**src/rtl/accs_pkg.sv**
```systemverilog
/*
  Package for the accelerator and compressor clutch signal interface logic.
  Assumes a 50 MHz system clock and ports driven by decoded network signals.
*/
package accs_pkg;
    // ============================================================
    // Clock and timing
    localparam int CLK_HZ = 50_000_000;
    localparam int SHIFT_HOLD_MS = 2500;
    localparam int IMMED_MS = 300;
    localparam int STROKE_DELAY_MS = 40;
    localparam int SHIFT_HOLD_CYC = SHIFT_HOLD_MS * (CLK_HZ / 1000);
    localparam int IMMED_CYC = IMMED_MS * (CLK_HZ / 1000);
    localparam int STROKE_DELAY_CYC = STROKE_DELAY_MS * (CLK_HZ / 1000);
    // ============================================================
    // Field widths and codes
    localparam int POS_W = 8;
    localparam logic [7:0] POS_FULL = 8'hFF;
    localparam logic VALID = 1'b0;
    localparam logic INVALID = 1'b1;
    typedef enum logic [1:0]
    {
        CLREQ_NONE = 2'h0,
        CLREQ_ENGAGE = 2'h1,
        CLREQ_DISENGAGE = 2'h2,
        CLREQ_DISENGAGE_NOW = 2'h3
    } accs_clreq_e;
    typedef enum logic [1:0]
    {
        STROKE_NONE = 2'h0,
        STROKE_ENGAGE = 2'h1,
        STROKE_MIN = 2'h2,
        STROKE_SHUTDOWN = 2'h3
    } accs_stroke_e;
endpackage : accs_pkg

```
**src/rtl/accs_ctr_if.sv**
```systemverilog
/*
  Interface carrying a countdown timer's controls between the top and the timer.
  Assumes a single clock domain.
*/
`timescale 1ns/1ps
`default_nettype none
interface accs_ctr_if;
    logic start;
    logic stop;
    logic [31:0] load;
    logic running;
    logic expired;
    modport owner (output start, output stop, output load, input running, input expired);
    modport timer (input start, input stop, input load, output running, output expired);
endinterface : accs_ctr_if
`default_nettype wire

```
**src/rtl/accs_timer.sv**
```systemverilog
/*
  Countdown timer: start loads a count, expired pulses once when it reaches zero.
  Assumes start and stop come from logic on the same clock.
*/
`timescale 1ns/1ps
`default_nettype none
module accs_timer
(
    input wire logic clk,
    input wire logic rst_n,
    accs_ctr_if.timer t
);
    logic [31:0] cnt_q;
    logic [31:0] cnt_d;
    logic exp_q;
    logic exp_d;

    always_comb
    begin
        cnt_d = cnt_q;
        exp_d = 1'b0;
        if (t.stop)
        begin
            cnt_d = '0;
        end
        else if (t.start)
        begin
            cnt_d = t.load;
        end
        else if (cnt_q != '0)
        begin
            cnt_d = cnt_q - 32'h1;
            exp_d = (cnt_q == 32'h1);
        end
    end

    always_ff @(posedge clk or negedge rst_n)
    begin
        if (!rst_n)
        begin
            cnt_q <= '0;
            exp_q <= 1'b0;
        end
        else
        begin
            cnt_q <= cnt_d;
            exp_q <= exp_d;
        end
    end

    assign t.running = (cnt_q != '0);
    assign t.expired = exp_q;
endmodule : accs_timer
`default_nettype wire

```
**src/rtl/accs_top.sv**
```systemverilog
/*
  Powertrain side of the accelerator and compressor clutch signal interface.
  Assumes network inputs arrive asynchronously and are synchronised here.
*/
`timescale 1ns/1ps
`default_nettype none
// Notes on behaviour
// - Effective accelerator sent as 8-bit count, 0.392157 percent each.
// - Effective value is the larger of pedal and cruise request.
// - Inputs are pre-torque-intervention requests; no idle or traction terms added.
// - Clutch engaged flag equals final commanded clutch driver state.
// - Clutch request: 0 none, 1 engage, 2 disengage, 3 disengage now.
// - Disengage may be delayed during a shift, at most 2.5 s.
// - Disengage-immediately releases the clutch within 300 ms.
// - Request taken as disengage at power-up and on communication failure.
// - Request merges with own clutch logic; drives fan request without sensor.
// - Request trusted only while climate availability reads available.
// - Clutch may engage in crank, disengages on protection faults.
// - Normalized load decoded as 8-bit count of 0.1 l/min.
// - Compressor torque equals load times high pressure over engine speed.
// - Invalid load forces torque gradient limitation request until valid.
// - Stroke request two bits, held zero without clutchless compressor, 40 ms delay.
module accs_top #(
    parameter int SHIFT_HOLD_CYC = accs_pkg::SHIFT_HOLD_CYC,
    parameter int IMMED_CYC = accs_pkg::IMMED_CYC,
    parameter int STROKE_DELAY_CYC = accs_pkg::STROKE_DELAY_CYC
)
(
    input wire logic clk,
    input wire logic rst_n,
    input wire logic [8:0] pedal_req,
    input wire logic [8:0] cruise_req,
    input wire logic pedal_fault,
    input wire logic [1:0] clutch_req_in,
    input wire logic clutch_req_fresh,
    input wire logic climate_available,
    input wire logic comm_fail,
    input wire logic shift_active,
    input wire logic crank_active,
    input wire logic protect_fault,
    input wire logic pressure_sensor_fitted,
    input wire logic [7:0] compressor_load_received,
    input wire logic load_validity,
    input wire logic [7:0] compressor_high_pressure,
    input wire logic [15:0] engine_speed,
    input wire logic ac_fitted,
    input wire logic clutchless,
    input wire logic [1:0] stroke_cmd,
    output logic [7:0] accel_eff_pos,
    output logic accel_eff_valid,
    output logic clutch_engaged,
    output logic fan_ac_request,
    output logic [15:0] compressor_torque_now,
    output logic torque_gradient_limit,
    output logic [1:0] stroke_req
);
    // ============================================================
    // Input synchronisers
    // Multi-word values are assumed held for several cycles by the sender, so a word
    // caught mid-change settles on the next cycle.
    logic [64:0] s1_q;
    logic [64:0] s2_q;
    logic [64:0] s_in;
    assign s_in = {pedal_req, cruise_req, pedal_fault, clutch_req_in, clutch_req_fresh,
                   climate_available, comm_fail, shift_active, crank_active, protect_fault,
                   load_validity, ac_fitted, clutchless, stroke_cmd, pressure_sensor_fitted,
                   compressor_load_received, compressor_high_pressure, engine_speed};
    always_ff @(posedge clk or negedge rst_n)
    begin
        if (!rst_n)
        begin
            s1_q <= '0;
            s2_q <= '0;
        end
        else
        begin
            s1_q <= s_in;
            s2_q <= s1_q;
        end
    end
    logic [8:0] ped_s;
    logic [8:0] cru_s;
    logic pfault_s;
    logic [1:0] req_s;
    logic fresh_s;
    logic avail_s;
    logic cfail_s;
    logic shift_s;
    logic crank_s;
    logic prot_s;
    logic lval_s;
    logic acfit_s;
    logic cless_s;
    logic [1:0] stroke_s;
    logic psens_s;
    logic [7:0] load_s;
    logic [7:0] hp_s;
    logic [15:0] spd_s;
    assign {ped_s, cru_s, pfault_s, req_s, fresh_s, avail_s, cfail_s, shift_s, crank_s,
            prot_s, lval_s, acfit_s, cless_s, stroke_s, psens_s, load_s, hp_s, spd_s} = s2_q;

    // ============================================================
    // Accelerator effective position
    logic [7:0] pos_q;
    logic [7:0] pos_d;
    logic pval_q;
    logic pval_d;
    logic [8:0] hi;
    always_comb
    begin
        hi = (ped_s > cru_s) ? ped_s : cru_s;
        pos_d = (hi > 9'(accs_pkg::POS_FULL)) ? accs_pkg::POS_FULL : hi[7:0];
        pval_d = pfault_s ? accs_pkg::INVALID : accs_pkg::VALID;
    end
    always_ff @(posedge clk or negedge rst_n)
    begin
        if (!rst_n)
        begin
            pos_q <= '0;
            pval_q <= accs_pkg::INVALID;
        end
        else
        begin
            pos_q <= pos_d;
            pval_q <= pval_d;
        end
    end
    assign accel_eff_pos = pos_q;
    assign accel_eff_valid = pval_q;

    // ============================================================
    // Clutch request decode and clutch driver
    typedef enum logic [1:0] {CL_OFF, CL_ON, CL_HOLD} accs_cl_e;
    accs_cl_e cl_q;
    accs_cl_e cl_d;
    logic [1:0] req_q;
    logic [1:0] req_d;
    logic stale_q;
    logic stale_d;
    logic drv_q;
    logic drv_d;
    logic fan_q;
    logic fan_d;
    logic [1:0] eff_req;
    accs_ctr_if hold_t ();
    accs_timer u_hold (.clk(clk), .rst_n(rst_n), .t(hold_t));
    always_comb
    begin
        req_d = req_q;
        stale_d = stale_q;
        if (cfail_s || !avail_s)
        begin
            stale_d = 1'b1;
        end
        else if (fresh_s)
        begin
            stale_d = 1'b0;
            req_d = req_s;
        end
        eff_req = stale_q ? 2'(accs_pkg::CLREQ_DISENGAGE) : req_q;
    end
    always_comb
    begin
        cl_d = cl_q;
        hold_t.start = 1'b0;
        hold_t.stop = 1'b0;
        hold_t.load = 32'(SHIFT_HOLD_CYC);
        unique case (cl_q)
            CL_OFF:
            begin
                if (eff_req == 2'(accs_pkg::CLREQ_ENGAGE) && !prot_s)
                begin
                    cl_d = CL_ON;
                end
            end
            CL_ON:
            begin
                if (prot_s || eff_req == 2'(accs_pkg::CLREQ_DISENGAGE_NOW))
                begin
                    cl_d = CL_OFF;
                end
                else if (eff_req == 2'(accs_pkg::CLREQ_DISENGAGE))
                begin
                    if (shift_s)
                    begin
                        cl_d = CL_HOLD;
                        hold_t.start = 1'b1;
                    end
                    else
                    begin
                        cl_d = CL_OFF;
                    end
                end
            end
            CL_HOLD:
            begin
                if (prot_s || eff_req == 2'(accs_pkg::CLREQ_DISENGAGE_NOW) || !shift_s
                    || hold_t.expired || !hold_t.running)
                begin
                    cl_d = CL_OFF;
                    hold_t.stop = 1'b1;
                end
                else if (eff_req == 2'(accs_pkg::CLREQ_ENGAGE))
                begin
                    cl_d = CL_ON;
                    hold_t.stop = 1'b1;
                end
            end
            default:
            begin
                cl_d = CL_OFF;
            end
        endcase
        drv_d = ((cl_d != CL_OFF) || (crank_s && acfit_s)) && !prot_s && !cless_s;
        fan_d = !psens_s && (eff_req == 2'(accs_pkg::CLREQ_ENGAGE) || cl_d != CL_OFF);
    end
    always_ff @(posedge clk or negedge rst_n)
    begin
        if (!rst_n)
        begin
            cl_q <= CL_OFF;
            req_q <= 2'(accs_pkg::CLREQ_DISENGAGE);
            stale_q <= 1'b1;
            drv_q <= 1'b0;
            fan_q <= 1'b0;
        end
        else
        begin
            cl_q <= cl_d;
            req_q <= req_d;
            stale_q <= stale_d;
            drv_q <= drv_d;
            fan_q <= fan_d;
        end
    end
    assign clutch_engaged = drv_q;
    assign fan_ac_request = fan_q;

    // ============================================================
    // Compressor torque; the divide is costly but runs one result per cycle.
    logic [15:0] tq_q;
    logic [15:0] tq_d;
    logic tgl_q;
    logic tgl_d;
    logic [15:0] prod;
    logic [15:0] quo;
    always_comb
    begin
        prod = 16'(load_s) * 16'(hp_s);
        quo = (spd_s == 16'h0000) ? 16'h0000 : prod / spd_s;
        tq_d = quo;
        tgl_d = (lval_s == accs_pkg::INVALID);
    end
    always_ff @(posedge clk or negedge rst_n)
    begin
        if (!rst_n)
        begin
            tq_q <= '0;
            tgl_q <= 1'b1;
        end
        else
        begin
            tq_q <= tq_d;
            tgl_q <= tgl_d;
        end
    end
    assign compressor_torque_now = tq_q;
    assign torque_gradient_limit = tgl_q;

    // ============================================================
    // Stroke request with input delay
    logic [1:0] str_q;
    logic [1:0] str_d;
    logic [1:0] pend_q;
    logic [1:0] pend_d;
    logic [1:0] want;
    accs_ctr_if str_t ();
    accs_timer u_str (.clk(clk), .rst_n(rst_n), .t(str_t));
    always_comb
    begin
        want = (acfit_s && cless_s) ? stroke_s : 2'(accs_pkg::STROKE_NONE);
        pend_d = pend_q;
        str_d = str_q;
        str_t.start = 1'b0;
        str_t.stop = 1'b0;
        str_t.load = 32'(STROKE_DELAY_CYC);
        if (want != pend_q)
        begin
            pend_d = want;
            str_t.start = 1'b1;
        end
        else if (str_t.expired)
        begin
            str_d = pend_q;
        end
        if (!(acfit_s && cless_s))
        begin
            str_d = 2'(accs_pkg::STROKE_NONE);
        end
    end
    always_ff @(posedge clk or negedge rst_n)
    begin
        if (!rst_n)
        begin
            str_q <= '0;
            pend_q <= '0;
        end
        else
        begin
            str_q <= str_d;
            pend_q <= pend_d;
        end
    end
    assign stroke_req = str_q;
endmodule : accs_top
`default_nettype wire

```
**config.mk**
```make
export PLATFORM = sky130hd
export DESIGN_NAME = accs_top
export DESIGN_NICKNAME = d
export VERILOG_FILES = /design/src/rtl/accs_pkg.sv /design/src/rtl/accs_ctr_if.sv /design/src/rtl/accs_timer.sv /design/src/rtl/accs_top.sv
export SDC_FILE = /design/constraint.sdc
export NUM_CORES = 1
export LEC_CHECK = 0
export CAP_MARGIN = 20
export CELL_PAD_IN_SITES_DETAIL_PLACEMENT = 1
export CELL_PAD_IN_SITES_GLOBAL_PLACEMENT = 1
export CORE_ASPECT_RATIO = 0.5
export CORE_MARGIN = 8
export CORE_UTILIZATION = 51
export DETAILED_ROUTE_END_ITERATION = 6
export DONT_BUFFER_PORTS = 1
export PLACE_DENSITY_LB_ADDON = 0.1
export SLEW_MARGIN = 20
export SYNTH_ARGS = -nofsm -noshare
export SYNTH_HDL_FRONTEND = slang
export SYNTH_SLANG_ARGS = --single-unit
```
**constraint.sdc**
```tcl
create_clock -name clk -period 37.3 [get_ports clk]
set_input_delay 3.73 -clock clk [delete_from_list [all_inputs] [get_ports clk]]
set_output_delay 3.73 -clock clk [all_outputs]
set_load 0.05 [all_outputs]
```
==> results by group <==
Run status
  • Status: completed

Synthesis
  • Yosys reg bits: 233
  • Synth Area per Inst: 9.32 um2
  • Register area share after synthesis: 0.335
  • Dominant cells by area after synthesis: dfrtp_1 (33%), ha_1 (13%), fa_1 (4.1%)
  • FFs w/ async S/R, synth: 1.00
  • Syn Nets: 2156
  • Post-Syn Area: 0.0174 mm2
  • Number of synthesized flops with an enable pin: 0
  • Cell count after synthesis: 1867
  • Ys flop type: dfrtp_1
  • Area leader, netlist: dfrtp_1
  • Distinct cells, synth: 98
  • Top-area cell type share of the netlist area: 0.329
  • Ys Warns: 0

Global routing
  • Met1 Use GR: 0.304
  • Grt peak-use layer: met2
  • Pin count of the biggest net entering global routing: 234
  • GRT overflow: 0
  • First-pass GRT wire length: 83900 um
  • GR Util All Layers: 0.250
  • Global routing usage on met3: 0.0321
  • GRT met2 Usage: 0.462
  • Initial antenna violation count: 1
  • Number of global-route vias before repair: 15600

STA
  • Max-slew headroom: 0.377
  • RSZ-0062 raised after global routing: no
  • Final hold viol count: 0
  • Setup TNS: 0 ns
  • Final Setup Violations: 0
  • Slew @ Worst Pin: 0.933 ns
  • Max-slew violations: 0
  • Worst Clk Skew: 0.0166 ns
  • Final Cycle Share: 0.931
  • Period minus WS final: 34.72 ns
  • FMAX: 0.0288 GHz

Drt
  • Iter 0 DRT Violations: 852
  • First-pass DRT Iterations: 5
  • DRC violations left: 0
  • Drt total wl: 51700 um
  • Drt via density: 6.18
  • DRT antenna net count: 0
  • Routed WL per cell: 22.2 um
  • Via count: 14400

Place
  • DP HPWL: 40100 um
  • Cells after DPL: 2283
  • GPL Wtd Cong: 0.949
  • PortBufs: 0

Clocking
  • CTS resizes: 0
  • Clock Sinks: 233
  • Worst-Skew Late Latency: 0.54 ns
  • Max clock buf depth: 3
  • Postcts setup bufs: 0
  • CTS tree: built
  • CTS Root Cell: clkbuf_16
  • Clk slew on worst S/H paths: 0.06 ns
  • H-tree levels: 1
  • CTS Hold Buffers Added: 0
  • Cts bufs inserted: 23

Worst setup path
  • Crit-path max cell delay: 0.71 ns
  • Worst reg2reg setup slack: 2.58 ns
  • Nature of the critical path endpoint: flop
  • CP Data Arrival Time: 35.13 ns
  • Slowest library cell on the worst path: o311ai_0
  • Crit start category: flop
  • Worst Path Required: 37.71 ns
  • Cell mode on critical path: ha_1
  • CP Max Fanout: 18
  • Critical Path Start: s2_q[23]
  • FF-to-FF Start: s2_q[23]
  • CP Class: reg -> reg

Power and ir drop
  • Clock share of power: 0.119
  • VDD IR max: 0.0485 mV
  • Gate power share: 0.725
  • Sw power: 1010 uW
  • Leakage power total: 0.00860 uW
  • Part of the power in registers: 0.155
  • Pwr dens: 110 mW/mm2
  • P_int: 1040 uW
  • Switch share: 0.493

Finish
  • Post-Layout Cell Count: 2326
  • Commonest non-fill, non-tap cell in the layout: dfrtp_1
  • Layout area overhead: 7.27%
  • Register area: 0.00584 mm2
  • # fillers: 3775
  • Multi-input logic area: 0.0110 mm2
  • Share of cells above drive strength 1: 0.0674
  • Most frequent cells in the layout: dfrtp_1 (229), ha_1 (186), nor2_1 (171)
  • Final #Nets: 2156

Die
  • Die width: 277 um
  • Starting Density: 0.522
  • I/O pin total: 97
  • CORE AREA: 0.0333 mm2
  • Die footprint: 0.0407 mm2
  • Rows: 47
  • Die H: 147 um

Worst hold path
  • Hold Crit Class: reg -> reg
  • Worst hold path startpoint: s1_q[60]

Job
  • Max-cap violations: 0
==> path summary, 6_finish.rpt <==
check                                                 to  cells after the start
min in group asynchronous                 u_str.cnt_q[9]                      0
max in group asynchronous                accel_eff_valid                      0
worst max register to register  compressor_torque_now[0]                    129
worst min-delay path                            s2_q[60]                      0
worst max-delay path            compressor_torque_now[0]                    129
worst min register to register                  s2_q[60]                      0
==> final cells by class <==
class,instances,share of cell area
repair buffers,8,0.00322
flip-flops and latches,233,0.312
clock buffers,31,0.0340
well taps,441,0.0295
clock inverters,11,0.00851
diodes,1,0.000134
multi-input cells,1485,0.589
inverters,116,0.0233
==> sequential cells by signal, summed over array words and instances, names as in the netlist, 2 cells and up <==
name                   count
stroke_req                 2
cl_q                       2
req_q                      2
s1_q                      65
u_str.cnt_q               32
pend_q                     2
accel_eff_pos              8
s2_q                      65
u_hold.cnt_q              32
compressor_torque_now     16
==> through the flow <==
step / setup WS, ns / util / cell area, um2 / hold WS, ns / power [uW]
after CTS: 2.91 / 0.560 / 18700 / 0.344 / 2040
after global placement: 4.39 / 0.536 / 17900 / 0.332 / 1720
after global routing: 0.0614 / 0.560 / 18700 / 0.354 / 2220
final: 2.58 / 0.560 / 18700 / 0.344 / 2050
after floorplan: 8.06 / - / 17400 / 0.331 / 1430
after detailed placement: 3.08 / 0.536 / 17900 / 0.336 / 1780
==> worst max-delay path, delay by kind of cell (launching register included) <==
family	cells	cell delay, ns
AOI/OAI and AO/OA	65	17.80
adders and majority gates	21	7.75
and+or+nand+nor	34	6.72
buffers and inverters	6	0.85
muxes	2	0.73
DFF	1	0.46
xor gates and xnor gates	1	0.25
==> power groups by stage <==
| stage | Combinational (uW) | Sequential, uW | Clock (uW) |
|---|---|---|---|
| final | 1490 | 319 | 244 |
| after global routing | 1640 | 321 | 258 |
| after CTS | 1470 | 318 | 250 |
| after detailed placement | 1460 | 322 | 0 |
| after global placement | 1400 | 319 | 0 |
| after floorplan | 1110 | 313 | 0 |
==> cells by family after synthesis <==
group,after synthesis,synth area share
xor+xnor,120,0.0604
fa+ha+maj,222,0.175
flops,233,0.335
compound gates,426,0.171
buf+inv,149,0.0333
mux,43,0.0267
simple gates,674,0.198
==> cells in the mapped netlist, types with 7 or more instances <==
cell type and count:
and2_1 65, nor3b_1 8, mux2i_1 16, nand4_1 10, a211o_1 11, fa_1 36
nor3_1 67, o2111ai_1 12, and3_1 16, or4_1 11, xnor2_1 65, ha_1 186
clkbuf_1 17, xor2_1 55, nor4_1 15, o21bai_1 7, a31oi_1 19, a211oi_1 13
or2_2 10, a21o_1 35, nand2_1 129, a21oi_1 105, o21a_1 37, dfrtp_1 229
o31ai_1 9, nand3_1 55, o21ai_0 76, buf_2 13, nand2b_1 25, nor2_1 171
or3_1 37, o211ai_1 18, mux2_2 27, inv_1 115, nor2b_1 20, o31a_1 7
==> per-layer routing <==
layer,vias up,part of all wire,routed length (um)
met5,-,0,0
li1,6700,-,-
met2,316,0.51,26300
met3,106,0.040,2060
met1,7252,0.43,22100
met4,0,0.027,1370
Power figures use the tool's default switching activity.
